`src/inc/xpfs_defs.svh`:
```
// Offsets, field positions, levels and timing counts of the status bank.
`ifndef XPFS_DEFS_SVH
`define XPFS_DEFS_SVH

`define XPFS_IDX_COL_EVENTS  8'h87
`define XPFS_IDX_OCCUPANCY   8'h88
`define XPFS_IDX_TXPC_ERR    8'h89
`define XPFS_IDX_SIM_CTRL    8'h8a
`define XPFS_IDX_IRQ_STATUS  8'h8b
`define XPFS_IDX_IRQ_MASK    8'h8c

`define XPFS_LANES           4
`define XPFS_TXPC_LANES      3
`define XPFS_LVL_W           5
`define XPFS_RM_FULL_WORDS   5'h14
`define XPFS_RM_EMPTY_WORDS  5'h05
`define XPFS_IRQ_W           6

`define XPFS_IRQ_INSERT      0
`define XPFS_IRQ_DELETE      1
`define XPFS_IRQ_FULL        2
`define XPFS_IRQ_EMPTY       3
`define XPFS_IRQ_TXPC        4
`define XPFS_IRQ_LOSS        5

`define XPFS_RST_TIMER_CYC   24'h00_2710
`define XPFS_LOSS_TIMER_CYC  24'h00_2710
`define XPFS_SHORT_TIMER_CYC 24'h00_0010

`define XPFS_RCFG_IN_W       4
`define XPFS_RCFG_OUT_SOFT   68
`define XPFS_RCFG_OUT_HARD   16
`define XPFS_RCFG_IDLE       4'h0

`endif

```
`src/inc/xpfs_pkg.sv`:
```
// Types shared by the status bank modules.
package xpfs_pkg;

    typedef enum logic [0:0] {
        XPFS_TMR_COUNT,
        XPFS_TMR_DONE
    } xpfs_tmr_state_t;

    typedef struct packed {
        logic       valid;
        logic       wr;
        logic       hit;
        logic [7:0] idx;
    } xpfs_dphase_t;

endpackage

```
`src/inc/xpfs_flag_if.sv`:
```
// Event, read-clear and flag bundle between the bank and a sticky keeper.
`timescale 1ns/1ps
interface xpfs_flag_if #(
    parameter int W = 8
) (
    input wire logic clk,
    input wire logic rst_b
);
    logic [W-1:0] ev;
    logic         rd_clr;
    logic [W-1:0] flags;

    modport keeper (
        input  clk,
        input  rst_b,
        input  ev,
        input  rd_clr,
        output flags
    );

    modport user (
        output ev,
        output rd_clr,
        input  flags
    );
endinterface

```
`src/design/xpfs_status_bank.sv`:
```
// Rate-match and transmit phase FIFO status bank with an AHB-Lite slave.
`timescale 1ns/1ps
`include "xpfs_defs.svh"
module xpfs_status_bank #(
    parameter bit          HARD_XAUI      = 1'b1,
    parameter bit          MULTI_QUAD     = 1'b0,
    parameter int          RCFG_OUT_W     = HARD_XAUI ? `XPFS_RCFG_OUT_HARD
                                                      : `XPFS_RCFG_OUT_SOFT,
    parameter logic [23:0] RST_TIMER_CYC  = `XPFS_RST_TIMER_CYC,
    parameter logic [23:0] LOSS_TIMER_CYC = `XPFS_LOSS_TIMER_CYC,
    parameter logic [23:0] SHORT_CYC      = `XPFS_SHORT_TIMER_CYC
) (
    input  wire logic                          clk,
    input  wire logic                          rst_b,
    input  wire logic                          hsel,
    input  wire logic [31:0]                   haddr,
    input  wire logic [1:0]                    htrans,
    input  wire logic                          hwrite,
    input  wire logic [2:0]                    hsize,
    input  wire logic [31:0]                   hwdata,
    input  wire logic                          hready,
    output      logic [31:0]                   hrdata,
    output      logic                          hreadyout,
    output      logic                          hresp,
    output      logic                          irq,
    input  wire logic [2*`XPFS_LANES-1:0]      rm_insert,
    input  wire logic [2*`XPFS_LANES-1:0]      rm_delete,
    input  wire logic [`XPFS_LANES*`XPFS_LVL_W-1:0] rm_fill_level,
    input  wire logic [`XPFS_TXPC_LANES-1:0]   txpc_overflow,
    input  wire logic [`XPFS_TXPC_LANES-1:0]   txpc_underrun,
    input  wire logic                          signal_lost,
    output      logic                          rst_timer_done,
    output      logic                          loss_detected,
    output      logic                          sim_shorten,
    input  wire logic [`XPFS_RCFG_IN_W-1:0]    reconfiguration_inbound_bus,
    output      logic [`XPFS_RCFG_IN_W-1:0]    xcvr_reconfig_ctrl,
    input  wire logic [RCFG_OUT_W-1:0]         xcvr_reconfig_status,
    output      logic [RCFG_OUT_W-1:0]         reconfig_outbound_bus
);

    // ------------------------------------------------------------------
    // State
    // ------------------------------------------------------------------
    typedef struct packed {
        xpfs_pkg::xpfs_dphase_t    dp;
        logic [31:0]               hrdata;
        logic                      hreadyout;
        logic                      sim_flag;
        logic [`XPFS_IRQ_W-1:0]    irq_stat;
        logic [`XPFS_IRQ_W-1:0]    irq_mask;
        logic                      irq;
        xpfs_pkg::xpfs_tmr_state_t rst_state;
        logic [23:0]               rst_cnt;
        logic [23:0]               loss_cnt;
        logic                      loss_det;
        logic [`XPFS_RCFG_IN_W-1:0] rcfg_ctrl;
        logic [RCFG_OUT_W-1:0]     rcfg_out;
    } xpfs_bank_state_t;

    xpfs_bank_state_t s_r;
    xpfs_bank_state_t s_nxt;

    // ------------------------------------------------------------------
    // Sticky keepers for the three read-clear registers
    // ------------------------------------------------------------------
    xpfs_flag_if #(.W(4*`XPFS_LANES)) col_fl (.clk(clk), .rst_b(rst_b));
    xpfs_flag_if #(.W(2*`XPFS_LANES)) occ_fl (.clk(clk), .rst_b(rst_b));
    xpfs_flag_if #(.W(`XPFS_TXPC_LANES)) txp_fl (.clk(clk), .rst_b(rst_b));

    xpfs_sticky #(.W(4*`XPFS_LANES)) u_col (.fl(col_fl));
    xpfs_sticky #(.W(2*`XPFS_LANES)) u_occ (.fl(occ_fl));
    xpfs_sticky #(.W(`XPFS_TXPC_LANES)) u_txp (.fl(txp_fl));

    // ------------------------------------------------------------------
    // Event sources
    // ------------------------------------------------------------------
    logic [`XPFS_LANES-1:0] lane_full;
    logic [`XPFS_LANES-1:0] lane_empty;
    logic                   hard_en;

    // The soft variant has no rate-match hardware, so its fields stay zero.
    assign hard_en = HARD_XAUI;

    genvar ln;
    generate
        for (ln = 0; ln < `XPFS_LANES; ln++) begin : g_lane
            assign lane_full[ln] = hard_en &
                (rm_fill_level[ln*`XPFS_LVL_W +: `XPFS_LVL_W]
                 >= `XPFS_RM_FULL_WORDS);
            assign lane_empty[ln] = hard_en &
                (rm_fill_level[ln*`XPFS_LVL_W +: `XPFS_LVL_W]
                 <= `XPFS_RM_EMPTY_WORDS);
        end
    endgenerate

    // Insert pulses sit in the upper byte, delete pulses in the lower byte.
    assign col_fl.ev = {rm_insert & {2*`XPFS_LANES{hard_en}},
                        rm_delete & {2*`XPFS_LANES{hard_en}}};
    assign occ_fl.ev = {lane_full, lane_empty};
    assign txp_fl.ev = txpc_overflow | txpc_underrun;

    // ------------------------------------------------------------------
    // Bus address phase decode
    // ------------------------------------------------------------------
    logic       aphase;
    logic       a_hit;
    logic [7:0] a_idx;
    logic       a_rd;

    assign aphase = hsel & hready & htrans[1];
    assign a_idx  = haddr[9:2];
    assign a_hit  = (haddr[31:10] == 22'h00_0000) & (haddr[1:0] == 2'b00);
    assign a_rd   = aphase & ~hwrite & a_hit;

    // A read taken on this edge returns the pre-clear value and clears.
    assign col_fl.rd_clr = a_rd & (a_idx == `XPFS_IDX_COL_EVENTS);
    assign occ_fl.rd_clr = a_rd & (a_idx == `XPFS_IDX_OCCUPANCY);
    assign txp_fl.rd_clr = a_rd & (a_idx == `XPFS_IDX_TXPC_ERR);

    // ------------------------------------------------------------------
    // Next state
    // ------------------------------------------------------------------
    logic [31:0]            rd_word;
    logic [`XPFS_IRQ_W-1:0] irq_ev;
    logic [`XPFS_IRQ_W-1:0] irq_w1c;
    logic                   dp_wr;
    logic [23:0]            rst_lim;
    logic [23:0]            loss_lim;
    logic                   loss_rise;

    always_comb begin
        rd_word = 32'h0000_0000;
        if (a_idx == `XPFS_IDX_COL_EVENTS) begin
            rd_word = {16'h0000, col_fl.flags};
        end else if (a_idx == `XPFS_IDX_OCCUPANCY) begin
            rd_word = {24'h00_0000, occ_fl.flags};
        end else if (a_idx == `XPFS_IDX_TXPC_ERR) begin
            rd_word = {29'h0000_0000, txp_fl.flags};
        end else if (a_idx == `XPFS_IDX_SIM_CTRL) begin
            rd_word = {31'h0000_0000, s_r.sim_flag};
        end else if (a_idx == `XPFS_IDX_IRQ_STATUS) begin
            rd_word = {26'h000_0000, s_r.irq_stat};
        end else if (a_idx == `XPFS_IDX_IRQ_MASK) begin
            rd_word = {26'h000_0000, s_r.irq_mask};
        end
        if (!a_hit) begin
            rd_word = 32'h0000_0000;
        end
    end

    assign dp_wr    = s_r.dp.valid & s_r.dp.wr & s_r.dp.hit;
    assign rst_lim  = s_r.sim_flag ? SHORT_CYC : RST_TIMER_CYC;
    assign loss_lim = s_r.sim_flag ? SHORT_CYC : LOSS_TIMER_CYC;

    always_comb begin
        s_nxt     = s_r;
        irq_w1c   = '0;
        loss_rise = 1'b0;

        // Address phase capture; zero wait states, always OKAY.
        s_nxt.hreadyout = 1'b1;
        s_nxt.dp.valid  = aphase;
        s_nxt.dp.wr     = hwrite;
        s_nxt.dp.hit    = a_hit;
        s_nxt.dp.idx    = a_idx;
        if (aphase && !hwrite) begin
            s_nxt.hrdata = rd_word;
        end

        // Data phase writes.
        if (dp_wr) begin
            if (s_r.dp.idx == `XPFS_IDX_SIM_CTRL) begin
                s_nxt.sim_flag = hwdata[0];
            end else if (s_r.dp.idx == `XPFS_IDX_IRQ_STATUS) begin
                irq_w1c = hwdata[`XPFS_IRQ_W-1:0];
            end else if (s_r.dp.idx == `XPFS_IDX_IRQ_MASK) begin
                s_nxt.irq_mask = hwdata[`XPFS_IRQ_W-1:0];
            end
        end

        // Reset timer: restarts whenever the shortening bit changes.
        case (s_r.rst_state)
            xpfs_pkg::XPFS_TMR_COUNT: begin
                if (s_r.rst_cnt + 24'h00_0001 >= rst_lim) begin
                    s_nxt.rst_state = xpfs_pkg::XPFS_TMR_DONE;
                end else begin
                    s_nxt.rst_cnt = s_r.rst_cnt + 24'h00_0001;
                end
            end
            xpfs_pkg::XPFS_TMR_DONE: begin
                s_nxt.rst_state = xpfs_pkg::XPFS_TMR_DONE;
            end
            default: begin
                s_nxt.rst_state = xpfs_pkg::XPFS_TMR_COUNT;
            end
        endcase
        if (s_nxt.sim_flag != s_r.sim_flag) begin
            s_nxt.rst_state = xpfs_pkg::XPFS_TMR_COUNT;
            s_nxt.rst_cnt   = 24'h00_0000;
        end

        // Loss timer: signal must stay lost for the full duration.
        if (!signal_lost) begin
            s_nxt.loss_cnt = 24'h00_0000;
            s_nxt.loss_det = 1'b0;
        end else if (!s_r.loss_det) begin
            if (s_r.loss_cnt + 24'h00_0001 >= loss_lim) begin
                s_nxt.loss_det = 1'b1;
                loss_rise      = 1'b1;
            end else begin
                s_nxt.loss_cnt = s_r.loss_cnt + 24'h00_0001;
            end
        end

        // Interrupt status; a set in the clearing cycle wins.
        irq_ev = '0;
        irq_ev[`XPFS_IRQ_INSERT] = |col_fl.ev[4*`XPFS_LANES-1:2*`XPFS_LANES];
        irq_ev[`XPFS_IRQ_DELETE] = |col_fl.ev[2*`XPFS_LANES-1:0];
        irq_ev[`XPFS_IRQ_FULL]   = |lane_full;
        irq_ev[`XPFS_IRQ_EMPTY]  = |lane_empty;
        irq_ev[`XPFS_IRQ_TXPC]   = |txp_fl.ev;
        irq_ev[`XPFS_IRQ_LOSS]   = loss_rise;
        s_nxt.irq_stat = (s_r.irq_stat & ~irq_w1c) | irq_ev;
        s_nxt.irq      = |(s_nxt.irq_stat & s_nxt.irq_mask);

        // Reconfiguration: a single quad keeps the buses internal and idle.
        if (MULTI_QUAD) begin
            s_nxt.rcfg_ctrl = reconfiguration_inbound_bus;
            s_nxt.rcfg_out  = xcvr_reconfig_status;
        end else begin
            s_nxt.rcfg_ctrl = `XPFS_RCFG_IDLE;
            s_nxt.rcfg_out  = '0;
        end
    end

    // ------------------------------------------------------------------
    // Registers
    // ------------------------------------------------------------------
    always_ff @(posedge clk) begin
        if (!rst_b) begin
            s_r           <= '0;
            s_r.rst_state <= xpfs_pkg::XPFS_TMR_COUNT;
        end else begin
            s_r <= s_nxt;
        end
    end

    // ------------------------------------------------------------------
    // Outputs
    // ------------------------------------------------------------------
    assign hrdata                = s_r.hrdata;
    assign hreadyout             = s_r.hreadyout;
    assign hresp                 = 1'b0;
    assign irq                   = s_r.irq;
    assign rst_timer_done        = (s_r.rst_state == xpfs_pkg::XPFS_TMR_DONE);
    assign loss_detected         = s_r.loss_det;
    assign sim_shorten           = s_r.sim_flag;
    assign xcvr_reconfig_ctrl    = s_r.rcfg_ctrl;
    assign reconfig_outbound_bus = s_r.rcfg_out;

endmodule

```
`src/design/xpfs_sticky.sv`:
```
// Sticky read-clear flag keeper, one flip-flop per event bit.
`timescale 1ns/1ps
module xpfs_sticky #(
    parameter int W = 8
) (
    xpfs_flag_if.keeper fl
);

    typedef struct packed {
        logic [W-1:0] flags;
    } xpfs_sticky_state_t;

    xpfs_sticky_state_t s_r;
    xpfs_sticky_state_t s_nxt;
    logic [W-1:0]       bit_nxt;

    // A new event in the clearing cycle lands after the clear and survives.
    genvar b;
    generate
        for (b = 0; b < W; b++) begin : g_bit
            assign bit_nxt[b] = (s_r.flags[b] & ~fl.rd_clr) | fl.ev[b];
        end
    endgenerate

    always_comb begin
        s_nxt       = s_r;
        s_nxt.flags = bit_nxt;
    end

    always_ff @(posedge fl.clk) begin
        if (!fl.rst_b) begin
            s_r <= '0;
        end else begin
            s_r <= s_nxt;
        end
    end

    assign fl.flags = s_r.flags;

endmodule

```
`config.mk`:
```
export PLATFORM = sky130hd
export DESIGN_NAME = xpfs_status_bank
export DESIGN_NICKNAME = d
export VERILOG_FILES = /design/src/inc/xpfs_pkg.sv /design/src/inc/xpfs_flag_if.sv /design/src/design/xpfs_status_bank.sv /design/src/design/xpfs_sticky.sv
export VERILOG_INCLUDE_DIRS = /design/src /design/src/inc
export SDC_FILE = /design/constraint.sdc
export NUM_CORES = 1
export LEC_CHECK = 0
export ABC_AREA = 0
export BUFFER_PORTS_ARGS = -buffer_cell sky130_fd_sc_hd__buf_2
export CAP_MARGIN = 10
export CELL_PAD_IN_SITES_DETAIL_PLACEMENT = 0
export CELL_PAD_IN_SITES_GLOBAL_PLACEMENT = 1
export CORE_UTILIZATION = 38
export CTS_BUF_LIST = sky130_fd_sc_hd__clkbuf_4 sky130_fd_sc_hd__clkbuf_8 sky130_fd_sc_hd__clkbuf_16
export DETAILED_ROUTE_END_ITERATION = 6
export PLACE_DENSITY_LB_ADDON = 0.1
export SLEW_MARGIN = 20
export SYNTH_ARGS = -nofsm -noshare
export SYNTH_HDL_FRONTEND = slang
export SYNTH_HIERARCHICAL = 1
export SYNTH_SLANG_ARGS = --single-unit
export TNS_END_PERCENT = 30
```
`constraint.sdc`:
```
create_clock -name clk -period 3.9 [get_ports clk]
set_input_delay 0.39 -clock clk [delete_from_list [all_inputs] [get_ports clk]]
set_output_delay 0.39 -clock clk [all_outputs]
set_load 0.03 [all_outputs]
```
==> run metrics, run 1 <==
status finished, final reports clean; share of flip-flops with an asynchronous set or reset 0%; Final Cycle Share 90.6%; Leakage between 0.003 and 0.004 uW; WP buf/inv 1; Post-synth EDFFs 0; DP HPWL 11,200 um; synthesis-stage register bit count 119; Initial Utilization 38.8%; crit path DAT 3840 ps; TritonCTS clock tree yes; Worst slew margin roughly a third; Tightest Hold Check Type in2reg; critical path's top delay family simple AND/OR/NAND/NOR gates; area delta synth->final 18.0%; die width 129 um; routed vias/inst between 5 and 6; # hold bufs at CTS 0; CP dominant cell by count and2_1; synth cell count leaders dfxtp_1 (119), nor2_1 (56), buf_4 (55); Max IR drop VDD 0.288 mV; share of layout cells above drive strength 1 between 20% and 30%; post-synthesis cell count roughly 700; Final #Nets between 900 and 1,000; fin. max-slew vios 0; final core utilization 45.8%; CP max-delay cell nor3_1; # DRC 0; vias in the first global route 4,943; Worst Path Required 4200 ps; Max Clock Skew 8.70 ps; Synth cell types a little over 60; CTS resizes 0; DRT iter0 DRCs 341; antenna-violating nets left 0; Fin. Hold Viols 0; die area 16,700 sq um; MaxCap Viol Count 0; Worst Setup Start Kind register; Setup CP Type reg2reg; CTS buffer count 17; number of synthesis warnings 6; top cell type by total area after synthesis dfxtp_1; Setup Viol. Count Final 0; placer congestion estimate 0.797; height of the die 129 um; CTS max path bufs 2; I/O pins 195; register area share after synthesis ~39%; crit path time final 3530 ps; Global Route Usage Sum a little under a fifth; final setup TNS 0 ps; H-tree levels 4; most frequent cell after synthesis dfxtp_1; clock root cell clkbuf_16; PortBufs 103; Syn Area/Cell 8.68 sq um; Crit Path Max Fanout 11; Placeable Area 15,900 sq um; top cells by area, synth dfxtp_1 (39%), buf_4 (6.7%), o21a_1 (4.1%), nor2_1 (3.4%), a21oi_1 (2.8%); FMAX between 0.2 and 0.3 GHz; Top FF cell, synth dfxtp_1; worst skew pair latency 410 ps; post-synthesis instance area 6170 sq um; Ant. Diodes 0; largest net degree at the start of global routing 32; R2R Setup Slk 370 ps; largest incremental delay on the critical path ~850 ps; GRT overflow 0; Clk pin slew, worst setup/hold paths 50 ps; final WL 15,100 um; RSZ-0062 raised after global routing false; Row Count 46; Yosys top cell area share 38.6%; Worst-Margin Slew just over 1000 ps; postcts setup bufs 0; worst-path cell chain and4_1, and2_1, nand3_1, xnor2_1, ha_1, and3_1, o31ai_1, a31o_2, a311oi_1, nor3_1, a21oi_1, buf_4, and2_1; initial antenna violation count 0; Fillers 1,612; DRT Pass-1 Iters 5; vias approximately 5,300; routed len/inst 14.7 um; first-pass GRT wire length roughly 25,000 um; power density cells about 410 nW/um^2; Clock Sinks roughly 120; Critical Path End Type register
==> logic make-up (layout without fill, tap and decap cells) <==
group | after synthesis | in the layout | synth area share [%]
mux | 16 | 16 | 2.62
fa+ha+maj | 12 | 12 | 2.39
compound gates | 153 | 153 | 17.4
other cells | 1 | 37 | 0.0608
xor+xnor | 23 | 23 | 3.27
simple gates | 291 | 291 | 26.4
flops | 119 | 119 | 38.6
buf+inv | 95 | 160 | 9.21
==> flip-flops by register name, summed over array words and instances (netlist names) <==
register / count
hrdata: 16
sim_shorten: 1
u_txp/fl.flags: 3
hreadyout: 1
s_r: 71
loss_detected: 1
u_col/fl.flags: 16
rst_timer_done: 1
irq: 1
u_occ/fl.flags: 8
==> per-stage QoR <==
stage / total power (uW) / setup WS (ps) / cells / cell area (sq um) / hold WS [ps]
final: 3010 / 365 / 1027 / 7280 / 212
after global routing: 3120 / 3.40 / 1027 / 7280 / 200
after CTS: 3040 / 364 / 1027 / 7280 / 195
after detailed placement: 1500 / 364 / 997 / 6690 / 452
after global placement: 1490 / 436 / 997 / 6690 / 457
after floorplan: 1450 / 624 / 746 / 6300 / 418
==> final timing paths <==
path / start / endpoint / depth (start not counted)
setup / recovery: s_r[25] / s_r[39] / 13
setup reg to reg: s_r[25] / s_r[39] / 13
hold reg to reg: hrdata[0] / hrdata[0] / 2
hold / removal: rm_insert[3] / u_col/fl.flags[11] / 2
==> routing by layer <==
metal	routed length [um]	GRT usage, %	vias up	share of wire, %
met1	7440	25.2	2480	49
met4	140	6.64	0	0.92
li1	-	-	2686	-
met3	592	3.59	9	3.9
met2	6970	30.7	130	46
met5	0	0	-	0
==> cells in the final DEF (no fill, tap or decap), types with 6 or more instances in the layout <==
| cell type | n |
|---|---|
| or2_2 | 7 |
| nor3_1 | 13 |
| or4_1 | 15 |
| clkbuf_16 | 17 |
| o31ai_1 | 15 |
| a21oi_1 | 34 |
| buf_2 | 103 |
| nand3_1 | 15 |
| o21a_1 | 34 |
| nor2_1 | 56 |
| nand4_1 | 21 |
| and3_1 | 16 |
| or3_1 | 9 |
| inv_1 | 11 |
| a22oi_1 | 13 |
| o21ai_0 | 17 |
| a211oi_1 | 7 |
| mux2i_1 | 15 |
| and4_1 | 6 |
| nand2_1 | 45 |
| ha_1 | 11 |
| dfxtp_1 | 119 |
| buf_4 | 16 |
| and2_1 | 22 |
| conb_1 | 37 |
| xnor2_1 | 16 |
| nor4_1 | 19 |
| nor2b_1 | 23 |
| xor2_1 | 7 |
| nand2b_1 | 8 |
==> worst reg2reg max path, stage by stage (launching register included) <==
cell and delay, ps:
dfxtp_1 440, and4_1 290, and2_1 160, nand3_1 170
xnor2_1 180, ha_1 290, and3_1 200, o31ai_1 60
a31o_2 140, a311oi_1 130, nor3_1 850, a21oi_1 160
buf_4 200, and2_1 160
==> power breakdown <==
group          switching [uW]  total [uW]  internal, uW
logic                     128         203          75.1
registers                18.1        1270          1250
clock network             528        1540          1010
==> cell type report <==
| cell class | instances | area (sq um) | share of cell area (%) |
|---|---|---|---|
| clock buffer | 23 | 495 | 6.81 |
| clock inverter | 7 | 95.1 | 1.31 |
| inverter | 11 | 41.3 | 0.567 |
| multi-input combinational | 532 | 3360 | 46.1 |
| sequential | 119 | 2380 | 32.7 |
| tap | 216 | 270 | 3.71 |
| timing repair buffer | 119 | 636 | 8.73 |
(Power assumes the default switching activity.)
==> run 2: changes to the inputs <==
- CELL_PAD_IN_SITES_DETAIL_PLACEMENT: 0 -> default
- CELL_PAD_IN_SITES_GLOBAL_PLACEMENT: 1 -> default
- CORE_UTILIZATION: 38 -> 47
- PLACE_DENSITY: default -> 0.77
- PLACE_DENSITY_LB_ADDON: 0.1 -> default
- clock period: 3.9 -> 3.1 ns (I/O delays scaled with it)
==> run 2 against run 1 <==
- clock power rose by 31%
- total power rose by 29%
- first-iteration DRC count rose by 2.9%
- core utilization rose by 13 points
- largest power group unchanged
- worst setup slack got worse by 170 ps
==> run metrics, run 2 (synthesized netlist as in run 1, its figures left out) <==
# DRC 0; Max Clock Skew about 8.2 ps; Ant. Diodes 0; routed len/inst about 15 um; TritonCTS clock tree yes; GRT overflow 0; share of layout cells above drive strength 1 24.1%; placed cell areas ~6800 sq um; CTS buffer count 17; MaxCap Viol Count 0; placer congestion estimate 0.912; Worst slew margin around 55%; DRT Pass-1 Iters 5; DP HPWL 10,500 um; vias 5,461; PortBufs 103; Initial Utilization about 48%; routed vias/inst about 5.4; area delta synth->final 21.3%; most flop-heavy register s_r; most frequent cells in the layout dfxtp_1 (112), buf_2 (103), nor2_1 (55), nand2_1 (45), buf_4 (39); clock root cell clkbuf_16; Crit Path Max Fanout 11; worst skew pair latency around 420 ps; die width around 120 um; Placeable Area 12,700 sq um; status finished, final reports clean; Setup CP Type reg2reg; postcts setup bufs 0; Critical Path End Type register; final setup TNS 0 ps; initial antenna violation count 0; Clk pin slew, worst setup/hold paths 50 ps; H-tree levels 4; Fin. Hold Viols 0; fin. max-slew vios 0; Worst-Margin Slew 672 ps; antenna-violating nets left 0; max reg flops 71; Row Count 41; post-route design area 7480 sq um; Final Cycle Share 93.8%; final WL 14,800 um; crit path time final between 2000 and 3000 ps; height of the die 117 um; # hold bufs at CTS 0; Final #Nets around 970; power density cells 518 nW/um^2; DRT iter0 DRCs approximately 350; Max IR drop VDD 0.646 mV; RSZ-0062 raised after global routing true; FMAX ~0.34 GHz; first-pass GRT wire length ~24,000 um; most common cell after layout, fill and taps aside dfxtp_1; crit path DAT 3230 ps; Worst Path Required about 3400 ps; overall power between 3000 and 4000 uW; Worst Setup Start Kind register; I/O pins slightly below 200; largest net degree at the start of global routing 32; Tightest Hold Check Type in2reg; CTS max path bufs 2; Setup Viol. Count Final 0; Clock Sinks ~120; Leakage 0.00324 uW; die area 13,600 sq um; Global Route Usage Sum between 20% and 30%; vias in the first global route 5,154
run 2: area by class of cell:
| cell class | instances | area [sq um] |
|---|---|---|
| Inverter | 11 | 41.3 |
| Tap cell | 172 | 215 |
| Clock buffer | 22 | 494 |
| Clock inverter | 8 | 120 |
| Timing Repair Buffer | 143 | 828 |
| Fill cell | 1132 | 5240 |
| Multi-Input combinational cell | 532 | 3390 |
| Sequential cell | 119 | 2390 |
run 2: worst max-delay path: stages (launching register included):
cell	delay, ps
dfxtp_4	370
and4_1	200
and2_1	150
nand3_1	110
xnor2_1	160
ha_1	280
and3_1	190
o31ai_1	60
a31o_2	140
a311oi_1	90
or3_4	450
or4_1	480
a21oi_1	140
run 2: where the power goes:
part / leakage, uW / total, uW / internal [uW] / switching, uW
combinational: 0.00197 / 256 / 95.1 / 161
clock: 0.000300 / 2020 / 1360 / 669
sequential: 0.000976 / 1600 / 1570 / 23.3
total: 0.00324 / 3880 / 3020 / 853
run 2: repair_timing:
action	in CTS	in global routing
cloned	0	0
gates resized for setup	1	11
setup endpoints to repair	1	27
pin swaps	0	5
run 2: through the flow:
stage                     utilization, %  worst slack [ps]  cells  hold WS (ps)
after floorplan                        -             -66.0    746           338
after global placement              53.7              35.8    977           449
after detailed placement            53.7              8.96    977           460
after CTS                           58.6              96.7   1007           104
after global routing                58.8             -11.6   1007           112
final                               58.8               194   1007           114
run 2: layer usage:
metal | wire length (um) | global-route usage (%) | up-vias
li1 | - | - | 2728
met1 | 6690 | 29.0 | 2524
met2 | 6970 | 38.3 | 188
met3 | 911 | 6.69 | 21
met4 | 263 | 8.69 | 0
met5 | 0 | 0 | -
run 2: final timing paths:
| path | startpoint | end | slack (ps) | cells after the start |
|---|---|---|---|---|
| max | s_r[26] | s_r[26] | 190 | 12 |
| min | hwrite | s_r[126] | 110 | 2 |
| max reg2reg | s_r[26] | s_r[26] | 190 | 12 |
| min reg2reg | hrdata[0] | hrdata[0] | 470 | 2 |
